File: src/port_edge_consts.vh
// Constants for the port 3 input and external interrupt edge select block.
// Assumes a 32-bit classic Wishbone slave with word-aligned registers.
`ifndef PORT_EDGE_CONSTS_VH
`define PORT_EDGE_CONSTS_VH

// Register indices as printed; byte address is four times the index
`define IDX_PORT3_PIN_STATE      8'h0B
`define IDX_IRQ_EDGE_POL_LOW     8'h0C
`define IDX_IRQ_EDGE_POL_HIGH    8'h0D
// Extra registers for flags and port 3 control
`define IDX_IRQ_EDGE_FLAG_LOW    8'h0E
`define IDX_IRQ_EDGE_FLAG_HIGH   8'h0F
`define IDX_PORT3_OUT_LATCH      8'h10
`define IDX_PORT3_DIRECTION      8'h11

`define RST_IRQ_EDGE_POL         8'h00
`define RST_IRQ_EDGE_FLAG        8'h00
`define RST_PORT3_OUT_LATCH      8'hFF
`define RST_PORT3_DIRECTION      8'h00

`endif

File: src/port_input_and_edge_select.v
// Port 3 pin state, weak pullup control and external interrupt edge select.
// Assumes a classic Wishbone master on clk_i and asynchronous external pins.
//
// Decided for this implementation: the Wishbone register port.
`timescale 1ns/100ps
`default_nettype none
`include "port_edge_consts.vh"

// Function
// - Port 3 read returns pin levels, read-only
// - Input pin with latch one: pullup on
// - Input pin with latch zero: high impedance
// - Low polarity register clears on reset
// - Lines 0-7: zero rising, one falling
// - High polarity register clears on reset
// - Lines 8-15: zero rising, one falling
// - Flags set on edge, held until cleared
module port_input_and_edge_select (
	// Clock and reset
	input  wire        clk_i,
	input  wire        rst_i,
	// Wishbone slave
	input  wire        cyc_i,
	input  wire        stb_i,
	input  wire        we_i,
	input  wire [31:0] adr_i,
	input  wire [3:0]  sel_i,
	input  wire [31:0] dat_i,
	output reg  [31:0] dat_o,
	output reg         ack_o,
	output reg         err_o,
	// Port 3 pads
	input  wire [7:0]  port3_pin_i,
	output reg  [7:0]  port3_out_o,
	output reg  [7:0]  port3_oe_o,
	output reg  [7:0]  port3_pullup_o,
	// External interrupt pins and flags
	input  wire [15:0] ext_irq_pin_i,
	output reg  [15:0] irq_edge_flag_o
);
	reg  [7:0]  pin_sync1_q;
	reg  [7:0]  pin_sync2_q;
	reg  [7:0]  pol_low_q;
	reg  [7:0]  pol_high_q;
	reg  [15:0] flag_q;
	reg  [15:0] flag_d;
	reg  [7:0]  out_latch_q;
	reg  [7:0]  dir_q;
	reg  [31:0] rdata_d;
	reg         hit_d;
	wire [15:0] edge_w;
	wire [15:0] pol_w;
	wire        req_w;
	wire        wr_w;
	wire        rd_w;
	wire [7:0]  idx_w;
	wire [8:0]  wi_w;
	wire        mapped_w;
	wire        wr_pol_low_w;
	wire        wr_pol_high_w;
	wire        wr_flag_low_w;
	wire        wr_flag_high_w;
	wire        wr_latch_w;
	wire        wr_dir_w;

	// Word index of a byte address; nonzero high bits mean no hit
	function [8:0] word_index;
		input [31:0] adr;
		begin
			word_index = {(|adr[31:10]) | (|adr[1:0]), adr[9:2]};
		end
	endfunction

	function is_mapped;
		input [8:0] wi;
		begin
			is_mapped = ~wi[8] && (wi[7:0] >= `IDX_PORT3_PIN_STATE) &&
				(wi[7:0] <= `IDX_PORT3_DIRECTION);
		end
	endfunction

	// One register selected by the current word index
	function reg_is;
		input [7:0] idx;
		input [7:0] target;
		begin
			reg_is = (idx == target);
		end
	endfunction

	assign wi_w     = word_index(adr_i);
	assign mapped_w = is_mapped(wi_w);
	assign req_w    = cyc_i & stb_i & ~ack_o & ~err_o;
	assign idx_w    = wi_w[7:0];
	assign wr_w     = req_w & we_i & sel_i[0] & mapped_w;
	assign rd_w     = req_w & ~we_i;
	assign pol_w    = {pol_high_q, pol_low_q};

	// Per-register write strobes
	assign wr_pol_low_w   = wr_w & reg_is(idx_w, `IDX_IRQ_EDGE_POL_LOW);
	assign wr_pol_high_w  = wr_w & reg_is(idx_w, `IDX_IRQ_EDGE_POL_HIGH);
	assign wr_flag_low_w  = wr_w & reg_is(idx_w, `IDX_IRQ_EDGE_FLAG_LOW);
	assign wr_flag_high_w = wr_w & reg_is(idx_w, `IDX_IRQ_EDGE_FLAG_HIGH);
	assign wr_latch_w     = wr_w & reg_is(idx_w, `IDX_PORT3_OUT_LATCH);
	assign wr_dir_w       = wr_w & reg_is(idx_w, `IDX_PORT3_DIRECTION);

	// Port 3 pins pass two flip-flops before being read
	always @(posedge clk_i) begin
		if (rst_i) begin
			pin_sync1_q <= 8'h00;
			pin_sync2_q <= 8'h00;
		end else begin
			pin_sync1_q <= port3_pin_i;
			pin_sync2_q <= pin_sync1_q;
		end
	end

	genvar g;
	generate
		for (g = 0; g < 16; g = g + 1) begin : g_edge
			edge_detect u_edge (
				.clk_i     (clk_i),
				.rst_i     (rst_i),
				.pin_i     (ext_irq_pin_i[g]),
				.falling_i (pol_w[g]),
				.edge_o    (edge_w[g])
			);
		end
	endgenerate

	// Flags: write one to clear; a new edge in the same cycle wins
	always @* begin
		flag_d = flag_q;
		if (wr_flag_low_w)
			flag_d[7:0] = flag_q[7:0] & ~dat_i[7:0];
		if (wr_flag_high_w)
			flag_d[15:8] = flag_q[15:8] & ~dat_i[7:0];
		flag_d = flag_d | edge_w;
	end

	// Sticky flags
	always @(posedge clk_i) begin
		if (rst_i) begin
			flag_q <= {2{`RST_IRQ_EDGE_FLAG}};
		end else begin
			flag_q <= flag_d;
		end
	end

	// Polarity for lines 0-7
	always @(posedge clk_i) begin
		if (rst_i) begin
			pol_low_q <= `RST_IRQ_EDGE_POL;
		end else if (wr_pol_low_w) begin
			pol_low_q <= dat_i[7:0];
		end
	end

	// Polarity for lines 8-15, usable as plain storage where they have no pins
	always @(posedge clk_i) begin
		if (rst_i) begin
			pol_high_q <= `RST_IRQ_EDGE_POL;
		end else if (wr_pol_high_w) begin
			pol_high_q <= dat_i[7:0];
		end
	end

	// Port 3 output latch
	always @(posedge clk_i) begin
		if (rst_i) begin
			out_latch_q <= `RST_PORT3_OUT_LATCH;
		end else if (wr_latch_w) begin
			out_latch_q <= dat_i[7:0];
		end
	end

	// Port 3 direction, one means driven
	always @(posedge clk_i) begin
		if (rst_i) begin
			dir_q <= `RST_PORT3_DIRECTION;
		end else if (wr_dir_w) begin
			dir_q <= dat_i[7:0];
		end
	end

	// Read mux; pin state register ignores writes
	always @* begin
		rdata_d = 32'h00000000;
		hit_d   = is_mapped(word_index(adr_i));
		case (idx_w)
			`IDX_PORT3_PIN_STATE:    rdata_d[7:0] = pin_sync2_q;
			`IDX_IRQ_EDGE_POL_LOW:   rdata_d[7:0] = pol_low_q;
			`IDX_IRQ_EDGE_POL_HIGH:  rdata_d[7:0] = pol_high_q;
			`IDX_IRQ_EDGE_FLAG_LOW:  rdata_d[7:0] = flag_q[7:0];
			`IDX_IRQ_EDGE_FLAG_HIGH: rdata_d[7:0] = flag_q[15:8];
			`IDX_PORT3_OUT_LATCH:    rdata_d[7:0] = out_latch_q;
			`IDX_PORT3_DIRECTION:    rdata_d[7:0] = dir_q;
			default:                 rdata_d      = 32'h00000000;
		endcase
		if (!hit_d)
			rdata_d = 32'h00000000;
	end

	// Bus answer one cycle after the request, dropped the next cycle
	always @(posedge clk_i) begin
		if (rst_i) begin
			ack_o <= 1'b0;
			err_o <= 1'b0;
			dat_o <= 32'h00000000;
		end else begin
			ack_o <= req_w & is_mapped(word_index(adr_i));
			err_o <= req_w & ~is_mapped(word_index(adr_i));
			dat_o <= rd_w ? rdata_d : 32'h00000000;
		end
	end

	// Pad drive: output where direction set, else pullup follows latch
	always @(posedge clk_i) begin
		if (rst_i) begin
			port3_out_o     <= `RST_PORT3_OUT_LATCH;
			port3_oe_o      <= `RST_PORT3_DIRECTION;
			port3_pullup_o  <= 8'h00;
			irq_edge_flag_o <= 16'h0000;
		end else begin
			port3_out_o     <= out_latch_q;
			port3_oe_o      <= dir_q;
			port3_pullup_o  <= ~dir_q & out_latch_q;
			irq_edge_flag_o <= flag_q;
		end
	end
endmodule

`default_nettype wire

File: src/edge_detect.v
// Synchroniser and edge detector for one external interrupt line.
// Assumes the pin is asynchronous to clk_i; polarity comes from same-domain logic.
`timescale 1ns/100ps
`default_nettype none

module edge_detect (
	// Clock and reset
	input  wire clk_i,
	input  wire rst_i,
	// Line and polarity
	input  wire pin_i,
	input  wire falling_i,
	// One-cycle edge pulse
	output wire edge_o
);
	reg sync1_q;
	reg sync2_q;
	reg       prev_q;
	reg [2:0] fill_q;

	always @(posedge clk_i) begin
		if (rst_i) begin
			sync1_q <= 1'b0;
			sync2_q <= 1'b0;
			prev_q  <= 1'b0;
			fill_q  <= 3'h0;
		end else begin
			sync1_q <= pin_i;
			sync2_q <= sync1_q;
			prev_q  <= sync2_q;
			fill_q  <= {fill_q[1:0], 1'h1};
		end
	end

	// Compare only real samples: a pin high at reset gives no false edge,
	// but a pin change before the first sample after reset is not seen
	assign edge_o = fill_q[2] & (falling_i ? (prev_q & ~sync2_q) : (~prev_q & sync2_q));
endmodule

`default_nettype wire

File: config.mk
export PLATFORM = sky130hd
export DESIGN_NAME = port_input_and_edge_select
export DESIGN_NICKNAME = d
export VERILOG_FILES = /design/src/port_input_and_edge_select.v /design/src/edge_detect.v
export VERILOG_INCLUDE_DIRS = /design/src
export SDC_FILE = /design/constraint.sdc
export NUM_CORES = 1
export LEC_CHECK = 0
export BUFFER_PORTS_ARGS = -buffer_cell sky130_fd_sc_hd__buf_4
export CORE_MARGIN = 2
export CORE_UTILIZATION = 58
export CTS_BUF_LIST = sky130_fd_sc_hd__clkbuf_4
export CTS_CLUSTER_DIAMETER = 100
export DETAILED_ROUTE_END_ITERATION = 6
export GPL_TIMING_DRIVEN = 0
export PLACE_DENSITY = 0.88
export SYNTH_ARGS = -nofsm -noshare
export SYNTH_HDL_FRONTEND = slang
export SYNTH_SLANG_ARGS = --single-unit
File: constraint.sdc
create_clock -name clk_i -period 2.52 [get_ports clk_i]
set_input_delay 0.126 -clock clk_i [delete_from_list [all_inputs] [get_ports clk_i]]
set_output_delay 0.126 -clock clk_i [all_outputs]
set_load 0.005 [all_outputs]
=== After elaboration in Yosys (flattened, before gate mapping) ===
Index checks and enable logic that the tools add are counted.
Widths: inputs -> output; s select.

* Bits of input ports: 97
* Output and inout bits: 74
* Register bits after elaboration: 234

* Reduce and logical (&&, ||, !) cells: 6
* Multiplexer cells: 35
* Equal/unequal tests: 7
* Bitwise operators: 108
* $lt $le $gt $ge: 2

{| class="wikitable"
|+ Operators with widths
! operator !! count
|-
| $and 1x1->1 || 63
|-
| $pmux 8 s7 || 1
|-
| $eq 8x4->1 const B || 5
|-
| $not 1->1 || 38
|-
| $mux 1 || 32
|-
| $and 8x8->8 || 3
|-
| $reduce_or 22->1 || 1
|-
| $eq 8x5->1 const B || 2
|-
| $mux 8 || 2
|-
| $not 8->8 || 2
|-
| $or 16x16->16 || 1
|-
| $ge 8x4->1 const B || 1
|-
| $le 8x5->1 const B || 1
|-
| $reduce_or 2->1 || 2
|-
| $reduce_or 3->1 || 1
|-
| $logic_and 1x1->1 || 2
|-
| $or 1x1->1 || 1
|}

=== Longest topological paths before layout ===
* Depth after elaboration: 9
* Depth in mapped cells: 6
* Depth with buffers taken out: 4

=== Modules after synthesis ===
A second synthesis with hierarchy kept.

* Cell total of the unflattened synthesis: 664
* Area total of the unflattened synthesis: 7,201.9 sq um

{| class="wikitable"
|+ By module, submodules not included
! module !! seq. area each (sq um) !! cells an instance !! area each (sq um) !! times used
|-
| port_input_and_edge_select || 2,282.2 || 424 || 4,339.2 || 1
|-
| edge_detect || 120.1 || 15 || 178.9 || 16
|}

=== Worst setup path after synthesis ===
OpenSTA, ideal clock, no wires.

* Kind: register to register
* From: reg err_o
* To: reg pol_low_q[1]
* Stages on the path, launching flop included: 7
* Clock period less this slack: 1.710 ns
* Buffers on the path: 2
* Library setup time: 0.072 ns
* Data arrival time: 1.638 ns
* Slack: 0.810 ns
* Cell sequence: dfxtp_1 > and4bb_2 > nand4_1 > clkbuf_1 > nor4b_1 > buf_2 > mux2i_1

* Cells in the longest elaborated chain, start to end: 6

{| class="wikitable"
|+ Ends and longest elaborated chain
! what !! RTL line !! text
|-
| from (decl) || port_input_and_edge_select.v:31 || <nowiki>output reg err_o,</nowiki>
|-
| from (signal assigned) || port_input_and_edge_select.v:212 || <nowiki>err_o <= req_w & ~is_mapped(word_index(adr_i));</nowiki>
|-
| $not 1->1 || port_input_and_edge_select.v:93 || <nowiki>assign req_w = cyc_i & stb_i & ~ack_o & ~err_o;</nowiki>
|-
| $and 1x1->1 || port_input_and_edge_select.v:93 ||
|-
| $and 1x1->1 (3 in series) || port_input_and_edge_select.v:95 || <nowiki>assign wr_w = req_w & we_i & sel_i[0] & mapped_w;</nowiki>
|-
| $and 1x1->1 || port_input_and_edge_select.v:100 || <nowiki>assign wr_pol_low_w = wr_w & reg_is(idx_w, `IDX_IRQ_EDGE_POL_LOW);</nowiki>
|-
| to (signal assigned) || port_input_and_edge_select.v:153 || <nowiki>pol_low_q <= `RST_IRQ_EDGE_POL;</nowiki>
|-
| to (signal assigned) || port_input_and_edge_select.v:155 || <nowiki>pol_low_q <= dat_i[7:0];</nowiki>
|-
| to (decl) || port_input_and_edge_select.v:43 || <nowiki>reg [7:0] pol_low_q;</nowiki>
|}

No other way between the ends.
A chain may end at the register's enable or synchronous reset.

=== Worst setup path after layout ===
* From: reg ack_o
* To: reg flag_q[7]

* Cells in the longest elaborated chain, start to end: 9

{| class="wikitable"
|+ Ends and longest elaborated chain
! what !! RTL line !! text
|-
| from (decl) || port_input_and_edge_select.v:30 || <nowiki>output reg ack_o,</nowiki>
|-
| from (signal assigned) || port_input_and_edge_select.v:211 || <nowiki>ack_o <= req_w & is_mapped(word_index(adr_i));</nowiki>
|-
| $not 1->1 || port_input_and_edge_select.v:93 ||
|-
| $and 1x1->1 (2 in series) || port_input_and_edge_select.v:93 ||
|-
| $and 1x1->1 (3 in series) || port_input_and_edge_select.v:95 ||
|-
| $and 1x1->1 || port_input_and_edge_select.v:102 || <nowiki>assign wr_flag_low_w = wr_w & reg_is(idx_w, `IDX_IRQ_EDGE_FLAG_LOW);</nowiki>
|-
| $mux 8 || port_input_and_edge_select.v:134 || <nowiki>if (wr_flag_low_w)</nowiki>
|-
| $or 16x16->16 || port_input_and_edge_select.v:138 || <nowiki>flag_d = flag_d | edge_w;</nowiki>
|-
| to (signal assigned) || port_input_and_edge_select.v:144 || <nowiki>flag_q <= {2{`RST_IRQ_EDGE_FLAG}};</nowiki>
|-
| to (signal assigned) || port_input_and_edge_select.v:146 || <nowiki>flag_q <= flag_d;</nowiki>
|-
| to (decl) || port_input_and_edge_select.v:45 || <nowiki>reg [15:0] flag_q;</nowiki>
|}

No other way between the ends.

==> flow_summary_export.csv <==
group,metric,value,unit
routing,drt_pre_antenna_iters,7,
grt,grt_first_pass_wirelength,24.08,mm
pwr,power,4.622,mW
routing,via_count,4972,
floorplanning,initial_util,59.44,%
cts,htreeDepth,4,
grt,grt.overflow.total,0,
floorplanning,floorplan.rows,37,
timing,setup_total_negative_slack,0,ns
outcome,violations,"design-rule violations",
routing,route.final.wire_length,15.10,mm
pwr,power.static_leakage,3.228,nW
setup_path,cp-start-kind,"flip-flop",
floorplanning,die_area,11320,sq um
synthesis,synthesis.instances,582,
setup_path,critical-path-max-stage-delay,0.89,ns
setup_path,worstSetupStartpoint,"ack_o",
synthesis,number_of_warnings_issued_by_yosys,0,
setup_path,cp_slowest_cell,"sky130_fd_sc_hd__nor4_2",
routing,route.antenna.remaining_nets,0,
placed_design,dp.final_hpwl,10.72,mm
cts,cts.clk_slew.worst_paths,0.17,ns
min_path,min_from,"adr_i[0]",
floorplanning,width_of_the_die,106.4,um
min_path,worst_hold_path_type,"input pin to flip-flop",
grt,grt_use_total,27.47,%
grt,grt_antenna_before_repair,0,
placed_design,pre_cts_ws,0.3318,ns
timing,worst_margin_pin_slew,1.093,ns
outcome,result_of_the_run,"complete, but fails checks",
timing,finalMaxSlewViolations,0,
timing,final.min_clock_period,2.319,ns
timing,report.final.hold_viol_count,0,
synthesis,synth.avg_cell_area,10.45,sq um
routing,post_drt_wl_per_cell,16.34,um
setup_path,worstPathRequired,2.96,ns
pwr,power.density,588.6,nW/um^2
setup_path,r2r_setup_slack,0.20,ns
floorplanning,dieHeight,106.4,um
cts,tritoncts_clock_tree,"done",
grt,grt_start_max_net_pins,20,
cells_and_area,register_area,3303,sq um
synthesis,unique_cell_type_count_in_the_yosys_netlist,38,
setup_path,cp_cell_sequence,"and4bb_2, nand4_1, clkbuf_1, nor4_2, a21oi_1",
cts,clk_path_buf_depth,2,
routing,route.detailed.drc,11,
setup_path,timing.critical_path.to_type,"flip-flop",
timing,setup_ws,0.2013,ns
cts,worstSkewPairLatency,0.59,ns
setup_path,worstPathMaxFanout,10,
flow_run,cap_viol_max_count,0,
setup_path,crit_type,"flip-flop to flip-flop",
cells_and_area,final_layout_size_suffix_gt1_share,26.27,%
cells_and_area,area_growth,29.14,%
min_path,count_of_cells_along_the_worst_hold_path,5,
cells_and_area,fillcell_total,677,
placed_design,port-buffer-count,119,
synthesis,synth-seq-cells,165,
placed_design,gp_congestion,0.8569,
synthesis,synth-seq-area-share,54.32,%
synthesis,mappedNetlistArea,6081,sq um
routing,first_iteration_detailed_routing_drc_count,433,
timing,slew_headroom,26.57,%
timing,fmax,431.3,MHz
floorplanning,io_pins,171,
timing,min_period_over_period,92.01,%
setup_path,critical_path.reg2reg.startpoint,"ack_o",
routing,routed_via_density,5.381,
cells_and_area,total_area_of_multi_input_combinational_cells,2502,sq um
floorplanning,area_of_the_placeable_core,10230,sq um
timing,fin_skew,0.02678,ns
cells_and_area,antenna_cells_inserted,0,
setup_path,worstRegToRegCells,5,
cts,cts-buffers-inserted,17,
grt,grt_pass1_vias,4903,
cells_and_area,design.final.nets,872,
pwr,max-vdd-ir-drop,0.0003119,V
setup_path,worstPathArrival,2.76,ns
timing,finalSetupViolCount,0,
cts,cts_root_buf,"sky130_fd_sc_hd__clkbuf_4",
timing,rsz0062_at_grt,"no",
cts,tritoncts_num_sinks,165,
## power by group
group	internal (mW)	switching, mW
sequential	2.67	0.0230
combinational	0.206	0.172
clock	0.467	1.09
total	3.34	1.28
## kinds of logic (layout without fill, tap and decap cells)
group / after synthesis / count (layout) / share of synthesized area (%)
buffers and inverters: 70 / 253 / 5.946
other: 1 / 24 / 0.06167
AO/OA/AOI/OAI: 67 / 67 / 7.161
multiplexers: 40 / 40 / 8.230
flip-flops: 165 / 165 / 54.32
AND/OR/NAND/NOR: 239 / 239 / 24.28
## placed cells by master (no fill, tap or decap), drive strengths merged, types with 6 or more instances in the layout
cell	Yosys	final
nor2b	90	90
clkbuf	22	39
nand2b	10	10
dfxtp	165	165
a21oi	26	26
a21boi	8	8
o21ai	9	9
nor3b	8	8
dlygate4sd3	0	32
conb	1	24
o41ai	8	8
buf	30	149
o22ai	8	8
clkinv	1	6
nand3b	9	9
mux2i	32	32
nand2	59	59
nor2	19	19
mux4	8	8
inv	17	25
nor4	10	10
nand3	9	9
or3b	8	8
a222oi	8	8
## path summary, 6_finish.rpt
kind                          endpoint
max                          flag_q[7]
max reg2reg                  flag_q[7]
min reg2reg  g_edge[12].u_edge.sync2_q
min                           dir_q[5]
## cell type report
| type | instances | area share, % |
|---|---|---|
| tap | 136 | 2.167 |
| sequential | 165 | 42.07 |
| clock inverter | 15 | 2.215 |
| buffer | 52 | 3.744 |
| inverter | 18 | 0.8604 |
| multi-input combinational | 370 | 31.87 |
| timing repair buffer | 151 | 15.46 |
| clock buffer | 17 | 1.625 |
## critical path, delay by kind of cell, from the launching register on
kind | cells | cell delay (ns)
AND/OR/NAND/NOR | 3 | 1.36
flip-flops | 1 | 0.35
buffers and inverters | 1 | 0.31
AO/OA/AOI/OAI | 1 | 0.16
## per-layer routing
layer | up-vias | part of all wire (%) | global-route usage (%)
met2 | 254 | 51 | 46.47
met3 | 34 | 8.5 | 6.806
met4 | 0 | 2.1 | 12.12
met5 | - | 0 | 0
li1 | 2320 | - | -
met1 | 2364 | 39 | 33.14
## registers in the layout, indices dropped and copies added (netlist names), 16 cells and up
register               count
g_edge.u_edge.prev_q      16
g_edge.u_edge.sync1_q     16
flag_q                    16
irq_edge_flag_o           16
g_edge.u_edge.sync2_q     16
## timing repair
action / in CTS / in global routing
hold endpoints to repair: 72 / 0
hold buffers: 32 / 0
resized for setup: 0 / 0
buffers inserted: 0 / 0
## stage by stage
| step | std cells | util, % | area (sq um) | hold WS [ns] |
|---|---|---|---|---|
| floorplan | 605 | - | 6167 | 0.2542 |
| global placement | 860 | 70.67 | 7231 | 0.3374 |
| detailed placement | 860 | 70.67 | 7231 | 0.3417 |
| CTS | 924 | 76.75 | 7853 | 0.05752 |
| global route | 924 | 76.75 | 7853 | 0.05487 |
| finish | 924 | 76.75 | 7853 | 0.06032 |
## cells in the mapped netlist
cell type | number | area share (%)
sky130_fd_sc_hd__dfxtp_1 | 165 | 54
sky130_fd_sc_hd__nor2b_1 | 90 | 9.3
sky130_fd_sc_hd__nand2_1 | 59 | 3.6
sky130_fd_sc_hd__mux2i_1 | 32 | 5.3
sky130_fd_sc_hd__a21oi_1 | 26 | 2.1
sky130_fd_sc_hd__buf_4 | 25 | 3.1
sky130_fd_sc_hd__clkbuf_1 | 22 | 1.4
sky130_fd_sc_hd__nor2_1 | 19 | 1.2
sky130_fd_sc_hd__inv_1 | 17 | 1.0
sky130_fd_sc_hd__nand2b_1 | 10 | 1.0
sky130_fd_sc_hd__nand3_1 | 9 | 0.74
sky130_fd_sc_hd__nand3b_1 | 9 | 1.1
sky130_fd_sc_hd__o21ai_0 | 9 | 0.74
sky130_fd_sc_hd__a21boi_0 | 8 | 0.99
sky130_fd_sc_hd__a222oi_1 | 8 | 1.3
sky130_fd_sc_hd__mux4_2 | 8 | 3.0
sky130_fd_sc_hd__nor3b_1 | 8 | 0.99
sky130_fd_sc_hd__o22ai_1 | 8 | 0.82
sky130_fd_sc_hd__o41ai_1 | 8 | 1.2
sky130_fd_sc_hd__or3b_2 | 8 | 1.2
sky130_fd_sc_hd__nor4_4 | 6 | 2.1
sky130_fd_sc_hd__buf_2 | 4 | 0.33
sky130_fd_sc_hd__nor4b_1 | 3 | 0.43
sky130_fd_sc_hd__and2_1 | 2 | 0.21
sky130_fd_sc_hd__nand4_1 | 2 | 0.21
sky130_fd_sc_hd__nor4_1 | 2 | 0.21
sky130_fd_sc_hd__nor4_2 | 2 | 0.41
sky130_fd_sc_hd__or4_1 | 2 | 0.25
sky130_fd_sc_hd__or4b_1 | 2 | 0.33
sky130_fd_sc_hd__and3b_1 | 1 | 0.14
sky130_fd_sc_hd__and4bb_2 | 1 | 0.21
sky130_fd_sc_hd__buf_1 | 1 | 0.062
sky130_fd_sc_hd__clkinv_1 | 1 | 0.062
sky130_fd_sc_hd__conb_1 | 1 | 0.062
sky130_fd_sc_hd__nand4_4 | 1 | 0.35
sky130_fd_sc_hd__nor3_1 | 1 | 0.082
sky130_fd_sc_hd__nor3_2 | 1 | 0.16
sky130_fd_sc_hd__or3_1 | 1 | 0.10
(Power assumes the default switching activity.)
